===== config.mk =====
export PLATFORM = sky130hd
export DESIGN_NAME = alu_core
export DESIGN_NICKNAME = d
export VERILOG_FILES = /design/src/logic/alu_div.v /design/src/logic/alu_core.v
export VERILOG_INCLUDE_DIRS = /design/src /design/src/logic
export SDC_FILE = /design/constraint.sdc
export NUM_CORES = 2
export LEC_CHECK = 0
export BUFFER_PORTS_ARGS = -buffer_cell sky130_fd_sc_hd__buf_2
export CORE_ASPECT_RATIO = 0.6
export CORE_MARGIN = 2
export CORE_UTILIZATION = 57
export DETAILED_ROUTE_END_ITERATION = 8
export GPL_TIMING_DRIVEN = 1
export PLACE_DENSITY_LB_ADDON = 0.25
export REMOVE_ABC_BUFFERS = 1
export SLEW_MARGIN = 25
export SYNTH_ARGS = -nofsm -noshare
export SYNTH_HDL_FRONTEND = slang
export SYNTH_SLANG_ARGS = --single-unit

===== constraint.sdc =====
create_clock -name i_core_clk -period 7.2 [get_ports i_core_clk]
set_input_delay 0.72 -clock i_core_clk [delete_from_list [all_inputs] [get_ports i_core_clk]]
set_output_delay 0.72 -clock i_core_clk [all_outputs]
set_load 0.005 [all_outputs]

===== src/logic/alu_consts.vh =====
`ifndef ALU_CONSTS_VH
`define ALU_CONSTS_VH

// operation codes on i_op
`define ALU_OP_ADD 4'h0
`define ALU_OP_ADDC 4'h1
`define ALU_OP_SUB 4'h2
`define ALU_OP_SUBB 4'h3
`define ALU_OP_AND 4'h4
`define ALU_OP_IOR 4'h5
`define ALU_OP_XOR 4'h6
`define ALU_OP_ASR 4'h7
`define ALU_OP_SL 4'h8
`define ALU_OP_LSR 4'h9
`define ALU_OP_MUL 4'ha
`define ALU_OP_DIV 4'hb

// multiplier modes on i_mul_mode
`define ALU_MUL_SS 3'h0
`define ALU_MUL_UU 3'h1
`define ALU_MUL_US 3'h2
`define ALU_MUL_SLIT 3'h3
`define ALU_MUL_ULIT 3'h4
`define ALU_MUL_U8 3'h5

// status_word bit positions
`define ALU_SW_BORROW 0
`define ALU_SW_NIL 1
`define ALU_SW_WRAP 2
`define ALU_SW_MSB 3
`define ALU_SW_NIBBLE 8
`define ALU_SW_MASK 16'h010f
`define ALU_SW_RESET 16'h0000

// register bus map, byte addresses
`define ALU_ADDR_STATUS 8'h00
`define ALU_ADDR_QUOT 8'h04
`define ALU_ADDR_REM 8'h08
`define ALU_ADDR_CTRL 8'h0c
`define ALU_CTRL_RESET 1'b1

// working register indices for divide results
`define ALU_QUOT_IDX 4'h0
`define ALU_REM_IDX 4'h1

// divide iterations, one per divisor bit
`define ALU_DIV_CYCLES 5'd16

`endif


===== src/logic/alu_div.v =====
`timescale 1ns/100ps
`default_nettype none
`include "alu_consts.vh"

module alu_div #(
  parameter WIDTH = 16
) (
  input wire i_core_clk,
  input wire i_rst_n,
  input wire i_start,
  input wire i_signed,
  input wire i_long,
  input wire [2*WIDTH-1:0] i_dividend,
  input wire [WIDTH-1:0] i_divisor,
  output reg o_done,
  output reg [WIDTH-1:0] o_quot,
  output reg [WIDTH-1:0] o_rem,
  output reg o_ovf
);

  reg busy;
  reg [4:0] count;
  reg [WIDTH:0] part;
  reg [WIDTH-1:0] qsh;
  reg [WIDTH-1:0] dmag;
  reg neg_q;
  reg neg_r;
  reg ovf;
  reg [2*WIDTH-1:0] next_nmag;
  reg [WIDTH:0] next_trial;
  reg [2*WIDTH-1:0] dvd;

  always @* begin
    // 16-bit form sign- or zero-extends the low word
    if (i_long) begin
      dvd = i_dividend;
    end else if (i_signed) begin
      dvd = {{WIDTH{i_dividend[WIDTH-1]}}, i_dividend[WIDTH-1:0]};
    end else begin
      dvd = {{WIDTH{1'b0}}, i_dividend[WIDTH-1:0]};
    end
    next_nmag = (i_signed && dvd[2*WIDTH-1]) ? (~dvd + 1'b1) : dvd;
    next_trial = {part[WIDTH-1:0], qsh[WIDTH-1]};
  end

  always @(posedge i_core_clk or negedge i_rst_n) begin
    if (!i_rst_n) begin
      busy <= 1'b0;
      count <= 5'd0;
      part <= {(WIDTH+1){1'b0}};
      qsh <= {WIDTH{1'b0}};
      dmag <= {WIDTH{1'b0}};
      neg_q <= 1'b0;
      neg_r <= 1'b0;
      ovf <= 1'b0;
      o_done <= 1'b0;
      o_quot <= {WIDTH{1'b0}};
      o_rem <= {WIDTH{1'b0}};
      o_ovf <= 1'b0;
    end else begin
      o_done <= 1'b0;
      if (i_start && !busy) begin
        busy <= 1'b1;
        count <= `ALU_DIV_CYCLES;
        part <= {1'b0, next_nmag[2*WIDTH-1:WIDTH]};
        qsh <= next_nmag[WIDTH-1:0];
        dmag <= (i_signed && i_divisor[WIDTH-1]) ? (~i_divisor + 1'b1)
                                                  : i_divisor;
        neg_q <= i_signed && (dvd[2*WIDTH-1] ^ i_divisor[WIDTH-1]);
        neg_r <= i_signed && dvd[2*WIDTH-1];
        ovf <= 1'b0;
      end else if (busy) begin
        // restoring step, one quotient bit per cycle
        if (next_trial >= {1'b0, dmag}) begin
          part <= next_trial - {1'b0, dmag};
          qsh <= {qsh[WIDTH-2:0], 1'b1};
        end else begin
          part <= next_trial;
          qsh <= {qsh[WIDTH-2:0], 1'b0};
        end
        if (count == `ALU_DIV_CYCLES && part[WIDTH-1:0] >= dmag) begin
          ovf <= 1'b1;
        end
        count <= count - 5'd1;
        if (count == 5'd1) begin
          busy <= 1'b0;
          o_done <= 1'b1;
        end
      end
      if (busy && count == 5'd0) begin
        busy <= 1'b0;
      end
      if (o_done) begin
        o_quot <= neg_q ? (~qsh + 1'b1) : qsh;
        o_rem <= neg_r ? (~part[WIDTH-1:0] + 1'b1) : part[WIDTH-1:0];
        o_ovf <= ovf || (dmag == {WIDTH{1'b0}});
      end
    end
  end

endmodule // alu_div

`default_nettype wire


===== src/logic/alu_core.v =====
`timescale 1ns/100ps
`default_nettype none
`include "alu_consts.vh"

module alu_core #(
  parameter WIDTH = 16
) (
  input wire i_core_clk,
  input wire i_rst_n,
  input wire i_op_valid,
  input wire [3:0] i_op,
  input wire i_byte_mode,
  input wire [2:0] i_mul_mode,
  input wire i_div_signed,
  input wire i_div_long,
  input wire [WIDTH-1:0] i_src_a,
  input wire [WIDTH-1:0] i_src_a_hi,
  input wire [WIDTH-1:0] i_src_b,
  input wire [3:0] i_shamt,
  input wire i_src_mem,
  input wire i_dst_mem,
  input wire [3:0] i_dst_idx,
  input wire i_psel,
  input wire i_penable,
  input wire i_pwrite,
  input wire [7:0] i_paddr,
  input wire [31:0] i_pwdata,
  output reg [31:0] o_prdata,
  output reg o_pready,
  output reg o_pslverr,
  output reg o_res_valid,
  output reg [WIDTH-1:0] o_result,
  output reg [WIDTH-1:0] o_result_hi,
  output reg o_wr_pair,
  output reg o_wr_reg,
  output reg o_wr_mem,
  output reg [3:0] o_dst_idx,
  output reg o_illegal,
  output reg o_busy,
  output reg [WIDTH-1:0] o_status_word,
  output reg [WIDTH-1:0] o_quotient_reg,
  output reg [WIDTH-1:0] o_remainder_reg
);

  // {carry out, result}; byte mode works on the low byte only
  function [WIDTH:0] fn_shift;
    input [WIDTH-1:0] a;
    input [3:0] n;
    input [3:0] op;
    input byte_m;
    reg [WIDTH-1:0] aw;
    reg fill;
    reg [2*WIDTH+1:0] t;
    begin
      aw = byte_m ? {{(WIDTH-8){1'b0}}, a[7:0]} : a;
      fill = (op == `ALU_OP_ASR) && (byte_m ? a[7] : a[WIDTH-1]);
      if (byte_m) begin
        aw = {{(WIDTH-8){fill}}, a[7:0]};
      end
      if (op == `ALU_OP_SL) begin
        t = {{(WIDTH+2){1'b0}}, aw} << n;
        fn_shift = {byte_m ? t[8] : t[WIDTH], t[WIDTH-1:0]};
      end else begin
        t = {{(WIDTH+1){fill}}, aw, 1'b0} >> n;
        fn_shift = {t[0], t[WIDTH:1]};
      end
    end
  endfunction

  reg ctrl_en;
  reg [4:0] flags;
  reg busy;
  reg div_start;
  reg [3:0] pend_idx;

  wire div_done;
  wire [WIDTH-1:0] div_quot;
  wire [WIDTH-1:0] div_rem;
  wire div_ovf;

  // combinational datapath
  reg is_sub;
  reg cin;
  reg [WIDTH-1:0] bx;
  reg [WIDTH:0] sum_w;
  reg [8:0] sum_b;
  reg [4:0] sum_n;
  reg [WIDTH-1:0] next_res;
  reg [WIDTH-1:0] next_res_hi;
  reg [4:0] next_flags;
  reg next_pair;
  reg next_illegal;
  reg [WIDTH:0] sh;
  reg is_shift;
  reg [WIDTH:0] ma;
  reg [WIDTH:0] mb;
  reg [2*WIDTH+1:0] prod;
  reg res_msb;
  reg res_zero;
  wire take;
  wire apb_acc;
  wire apb_hit;

  // no new op until the divide result is posted and o_busy falls
  assign take = i_op_valid && !busy && !o_busy && ctrl_en;
  assign apb_acc = i_psel && i_penable;
  assign apb_hit = (i_paddr == `ALU_ADDR_STATUS) ||
                   (i_paddr == `ALU_ADDR_QUOT) ||
                   (i_paddr == `ALU_ADDR_REM) ||
                   (i_paddr == `ALU_ADDR_CTRL);

  always @* begin
    is_sub = (i_op == `ALU_OP_SUB) || (i_op == `ALU_OP_SUBB);
    is_shift = (i_op == `ALU_OP_ASR) || (i_op == `ALU_OP_SL) ||
               (i_op == `ALU_OP_LSR);
    bx = is_sub ? ~i_src_b : i_src_b;
    case (i_op)
      `ALU_OP_ADD: cin = 1'b0;
      `ALU_OP_SUB: cin = 1'b1;
      default: cin = flags[`ALU_SW_BORROW];
    endcase
    sum_w = {1'b0, i_src_a} + {1'b0, bx} + {{WIDTH{1'b0}}, cin};
    sum_b = {1'b0, i_src_a[7:0]} + {1'b0, bx[7:0]} + {8'h00, cin};
    sum_n = {1'b0, i_src_a[3:0]} + {1'b0, bx[3:0]} + {4'h0, cin};
    sh = fn_shift(i_src_a, i_shamt, i_op, i_byte_mode);
    // operands extended to 17 bits, sign chosen per mode
    case (i_mul_mode)
      `ALU_MUL_SS: begin
        ma = {i_src_a[WIDTH-1], i_src_a};
        mb = {i_src_b[WIDTH-1], i_src_b};
      end
      `ALU_MUL_US: begin
        ma = {1'b0, i_src_a};
        mb = {i_src_b[WIDTH-1], i_src_b};
      end
      `ALU_MUL_SLIT: begin
        ma = {i_src_a[WIDTH-1], i_src_a};
        mb = {{(WIDTH-4){1'b0}}, i_src_b[4:0]};
      end
      `ALU_MUL_ULIT: begin
        ma = {1'b0, i_src_a};
        mb = {{(WIDTH-4){1'b0}}, i_src_b[4:0]};
      end
      `ALU_MUL_U8: begin
        ma = {{(WIDTH-7){1'b0}}, i_src_a[7:0]};
        mb = {{(WIDTH-7){1'b0}}, i_src_b[7:0]};
      end
      default: begin
        ma = {1'b0, i_src_a};
        mb = {1'b0, i_src_b};
      end
    endcase
    prod = $signed(ma) * $signed(mb);
    next_res = i_src_a;
    next_res_hi = {WIDTH{1'b0}};
    next_pair = 1'b0;
    next_illegal = 1'b0;
    next_flags = flags;
    case (i_op)
      `ALU_OP_ADD, `ALU_OP_ADDC, `ALU_OP_SUB, `ALU_OP_SUBB: begin
        // byte ops keep the upper byte of the operand
        if (i_byte_mode) begin
          next_res = {i_src_a[WIDTH-1:8], sum_b[7:0]};
          next_flags[0] = sum_b[8];
          next_flags[4] = sum_n[4];
          next_flags[2] = (i_src_a[7] == bx[7]) &&
                          (sum_b[7] != i_src_a[7]);
        end else begin
          next_res = sum_w[WIDTH-1:0];
          next_flags[0] = sum_w[WIDTH];
          next_flags[4] = sum_b[8];
          next_flags[2] = (i_src_a[WIDTH-1] == bx[WIDTH-1]) &&
                          (sum_w[WIDTH-1] != i_src_a[WIDTH-1]);
        end
      end
      `ALU_OP_AND: next_res = i_src_a & i_src_b;
      `ALU_OP_IOR: next_res = i_src_a | i_src_b;
      `ALU_OP_XOR: next_res = i_src_a ^ i_src_b;
      `ALU_OP_ASR, `ALU_OP_SL, `ALU_OP_LSR: begin
        next_res = i_byte_mode ? {i_src_a[WIDTH-1:8], sh[7:0]}
                               : sh[WIDTH-1:0];
        if (i_shamt != 4'h0) begin
          next_flags[0] = sh[WIDTH];
        end
        // multi-bit form may not touch memory
        next_illegal = is_shift && (i_shamt > 4'h1) &&
                       (i_src_mem || i_dst_mem);
      end
      `ALU_OP_MUL: begin
        next_res = prod[WIDTH-1:0];
        next_res_hi = prod[2*WIDTH-1:WIDTH];
        next_pair = (i_mul_mode != `ALU_MUL_U8);
      end
      default: next_res = i_src_a;
    endcase
    // sign and zero for all but multiply and divide
    res_msb = i_byte_mode ? next_res[7] : next_res[WIDTH-1];
    res_zero = i_byte_mode ? (next_res[7:0] == 8'h00)
                           : (next_res == {WIDTH{1'b0}});
    if (i_op != `ALU_OP_MUL && i_op <= `ALU_OP_LSR) begin
      next_flags[3] = res_msb;
      if (i_op == `ALU_OP_ADDC || i_op == `ALU_OP_SUBB) begin
        next_flags[1] = flags[1] && res_zero;
      end else begin
        next_flags[1] = res_zero;
      end
    end
  end

  alu_div #(
    .WIDTH(WIDTH)
  ) u_div (
    .i_core_clk(i_core_clk),
    .i_rst_n(i_rst_n),
    .i_start(div_start),
    .i_signed(i_div_signed),
    .i_long(i_div_long),
    .i_dividend({i_src_a_hi, i_src_a}),
    .i_divisor(i_src_b),
    .o_done(div_done),
    .o_quot(div_quot),
    .o_rem(div_rem),
    .o_ovf(div_ovf)
  );

  always @* begin
    // dividend pair and any divisor come in on the operands
    div_start = take && (i_op == `ALU_OP_DIV);
  end

  always @(posedge i_core_clk or negedge i_rst_n) begin
    if (!i_rst_n) begin
      ctrl_en <= `ALU_CTRL_RESET;
      flags <= 5'h00;
      busy <= 1'b0;
      pend_idx <= 4'h0;
      o_prdata <= 32'h0000_0000;
      o_pready <= 1'b0;
      o_pslverr <= 1'b0;
      o_res_valid <= 1'b0;
      o_result <= {WIDTH{1'b0}};
      o_result_hi <= {WIDTH{1'b0}};
      o_wr_pair <= 1'b0;
      o_wr_reg <= 1'b0;
      o_wr_mem <= 1'b0;
      o_dst_idx <= 4'h0;
      o_illegal <= 1'b0;
      o_busy <= 1'b0;
      o_status_word <= `ALU_SW_RESET;
      o_quotient_reg <= {WIDTH{1'b0}};
      o_remainder_reg <= {WIDTH{1'b0}};
    end else begin
      o_res_valid <= 1'b0;
      o_wr_reg <= 1'b0;
      o_wr_mem <= 1'b0;
      o_wr_pair <= 1'b0;
      o_illegal <= 1'b0;
      // register bus: one wait state, pready from a flop one cycle after penable
      o_pready <= apb_acc && !o_pready;
      if (apb_acc && !o_pready) begin
        o_pslverr <= !apb_hit;
        case (i_paddr)
          `ALU_ADDR_STATUS: o_prdata <= {16'h0000, o_status_word};
          `ALU_ADDR_QUOT: o_prdata <= {16'h0000, o_quotient_reg};
          `ALU_ADDR_REM: o_prdata <= {16'h0000, o_remainder_reg};
          `ALU_ADDR_CTRL: o_prdata <= {31'h0000_0000, ctrl_en};
          default: o_prdata <= 32'h0000_0000;
        endcase
      end
      if (apb_acc && o_pready && i_pwrite) begin
        if (i_paddr == `ALU_ADDR_STATUS) begin
          flags <= {i_pwdata[`ALU_SW_NIBBLE], i_pwdata[3:0]};
        end
        if (i_paddr == `ALU_ADDR_CTRL) begin
          ctrl_en <= i_pwdata[0];
        end
      end
      // hardware flag update wins over a same-cycle bus write
      if (take && i_op != `ALU_OP_DIV) begin
        o_illegal <= next_illegal;
        if (!next_illegal) begin
          flags <= next_flags;
          o_res_valid <= 1'b1;
          o_result <= next_res;
          o_result_hi <= next_res_hi;
          o_wr_pair <= next_pair;
          o_wr_reg <= !i_dst_mem;
          o_wr_mem <= i_dst_mem;
          o_dst_idx <= i_dst_idx;
        end
      end
      if (div_start) begin
        busy <= 1'b1;
        o_busy <= 1'b1;
        pend_idx <= `ALU_QUOT_IDX;
      end
      if (div_done) begin
        busy <= 1'b0;
      end
      if (busy && !div_done && !o_busy) begin
        o_busy <= 1'b1;
      end
      // divider results register one cycle after its done pulse
      if (!busy && o_busy && !div_start) begin
        o_busy <= 1'b0;
        o_quotient_reg <= div_quot;
        o_remainder_reg <= div_rem;
        o_result <= div_quot;
        o_result_hi <= div_rem;
        o_res_valid <= 1'b1;
        o_wr_reg <= 1'b1;
        o_wr_pair <= 1'b1;
        o_dst_idx <= pend_idx;
        flags[2] <= div_ovf;
      end
      // status_word lags flags by one cycle
      o_status_word <= {{(WIDTH-9){1'b0}}, flags[4], 4'h0, flags[3:0]};
    end
  end

endmodule // alu_core

`default_nettype wire


==> metrics.txt <==
Synth warnings=0; Storage cell area=roughly 5000 um^2; Tcrit/Tclk final=0.9789; Max Cap Viol=0; highest-delay cell along the critical path=fa_1; DRC viols=0; worst skew pair latency=470 ps; Slew HR=0.2761; Arr. time, crit path=roughly 7400 ps; Avg Inst Size Synth=8.408 um^2; Worst Tran Pin Value=~1100 ps; most frequent cell after synthesis=nand2_1; pwr dens=between 300 and 400 nW/um^2; Final Hold Fails=0; fmax=roughly 140 MHz; layout cells sized above 1=0.1632; Synth Register Bits=195; Routed WL=~100 mm; area of the die=approximately 47000 um^2; clock-pin slew on the worst setup and hold paths=approximately 90 ps; Post-synth EDFFs=0; drt pass-1 iters=7; Final min period=roughly 7000 ps; worst-path fanout max=19; total CTS buffers=17; nets=between 3000 and 4000; initial antenna violation count=4; Multi-input gate area=approximately 19000 um^2; Setup Viol. Count Final=0; post-placement cell area=28360 um^2; post-synthesis async set-or-reset flop share=1.000; Peak VDD IR=~0.56 mV; Initial Util=0.5756; Final Skew=about 20 ps; CTS tree=built; Via density=between 6 and 7; Hold-fix buffers, CTS=0; Post-Syn Area=between 20000 and 30000 um^2; Leak=~0.015 uW; Placer Congestion=~1.1; most area-hungry cell type in the Yosys netlist=fa_1; FILL cells=3769; vias post-DR=between 20000 and 30000; core area=around 45000 um^2; WL/cell=between 20 and 30 um; IO Count=approximately 240; CTS H-tree depth=4; number of global-route vias before repair=around 25000; outcome=finished, final reports clean; Area Overhead vs Synth=13.23%; clk buf depth=2; Synth Flop Type=dfrtp_1; most frequent CP cell=fa_1; Area contributors post-synth=fa_1 (22%), dfrtp_1 (19%), ha_1 (8.2%); CTS sink cnt=around 200; max incr delay on CP=570 ps; RSZ-0062 raised after global routing=true; IO Port Bufs=approximately 180; DP Wirelength=82.69 mm; CP Capture Type=flop; Worst Path Required=7550 ps; post-route ant nets=0; GRT Util Overall=0.4436; DR iter-0 viols=~3200; Yosys top cell area share=0.2219; row count=60; root buffer cell=clkbuf_16; post-synthesis sequential area ratio=0.1898; Post-synth top cells=nand2_1 (447), inv_1 (361), nor2_1 (291), fa_1 (285), dfrtp_1 (194); Design Area, Final=around 29000 um^2; library cells used by synthesis=89; Synth Instances=just over 3000; crit path kind=input pin to flop; Sum Neg Setup Slack=0 ps; largest net degree at the start of global routing=~110; Die Ht=between 150 and 200 um; Worst Hold Class=input pin to asynchronous set/reset pin; CP startpoint kind=input pin; first-pass GRT wire length=154.7 mm; Max Slew Vio Count=0; die width=278.2 um; Overall Power=10720 uW; gr ovfl total=0
==> through the flow <==
stage	std cells	setup slack [ps]	utilization	hold WS [ps]
6_report	3923	152.2	0.6517	287.1
5_1_grt	3923	-38.43	0.6517	401.5
4_1_cts	3919	15.84	0.6495	386.5
3_5_place_dp	3887	-449.7	0.6349	357.2
3_3_place_gp	3887	-316.7	0.6348	360.8
2_1_floorplan	2898	100.1	-	345.6
==> final cells by class <==
type | count | area share
antenna | 1 | 0.00008596
clock buffer | 17 | 0.01461
clock inverter | 15 | 0.007693
inverter | 371 | 0.04784
multi-input combinational | 2332 | 0.6459
sequential | 195 | 0.1677
tap | 589 | 0.02531
timing repair buffer | 403 | 0.09090
==> logic make-up (layout without fill, tap and decap cells) <==
| logic type | after synthesis | after routing | share of synthesized area |
|---|---|---|---|
| AO/OA/AOI/OAI | 615 | 615 | 0.1548 |
| XOR/XNOR | 132 | 132 | 0.04497 |
| adder cells (fa/ha/maj) | 453 | 453 | 0.3037 |
| buffers and inverters | 557 | 806 | 0.08760 |
| flip-flops | 195 | 195 | 0.1898 |
| multiplexers | 96 | 96 | 0.04453 |
| other | 1 | 28 | 0.0001459 |
| AND/OR/NAND/NOR | 1009 | 1009 | 0.1745 |
==> power by group <==
part / total (uW) / switching, uW / internal, uW
sequential: 1150 / 36.5 / 1110
combinational: 8490 / 4730 / 3760
clock: 1080 / 583 / 495
total: 10700 / 5350 / 5370
==> final timing paths <==
kind,cells past startpoint,endpoint,start,slack (ps)
worst min-delay path,1,u_div.part[7],i_rst_n,290
worst max register to register,13,flags[1],flags[0],2170
max in group asynchronous,2,o_pslverr,i_rst_n,5440
worst min register to register,0,o_status_word[3],flags[3],390
min in group i_core_clk,0,o_status_word[3],flags[3],390
worst max-delay path,29,flags[1],i_mul_mode[2],150
==> per-layer routing <==
metal / track usage / routed length [um] / vias to the layer above
met4: 0.1067 / 2724 / 0
li1: - / - / 10670
met2: 0.5914 / 39500 / 1792
met5: 0 / 0 / -
met1: 0.6555 / 42970 / 12390
met3: 0.1923 / 17500 / 210
==> layout by cell type, fill, tap and decap left out, drive strengths merged, types with 15 or more instances in the layout <==
master | synthesis | layout
o31ai | 19 | 19
ha | 168 | 168
nand2 | 447 | 447
xnor2 | 94 | 94
nor2 | 291 | 291
or3 | 17 | 17
nor3 | 35 | 35
o21ai | 152 | 152
buf | 67 | 402
nor2b | 24 | 24
nand2b | 19 | 19
clkbuf | 119 | 18
nand3 | 51 | 51
o211ai | 46 | 46
inv | 365 | 375
fa | 285 | 285
nor4 | 15 | 15
and2 | 22 | 22
mux2 | 37 | 37
o22ai | 20 | 20
a21oi | 154 | 154
a211oi | 32 | 32
dfrtp | 194 | 194
a21o | 24 | 24
a22oi | 21 | 21
xor2 | 38 | 38
conb | 1 | 27
and3 | 22 | 22
mux2i | 48 | 48
a31oi | 24 | 24
==> critical path: cells and delay by family <==
kind | cells | cell delay [ps]
compound gates | 5 | 860
xor+xnor | 1 | 460
simple gates | 6 | 990
fa+ha+maj | 7 | 3190
buf+inv | 10 | 1170
==> what timing repair did <==
action,4_1_cts,5_1_grt
buffers inserted,0,2
resized for setup,0,17
endpoints found under the setup margin,0,17
Power figures use the tool's default switching activity.
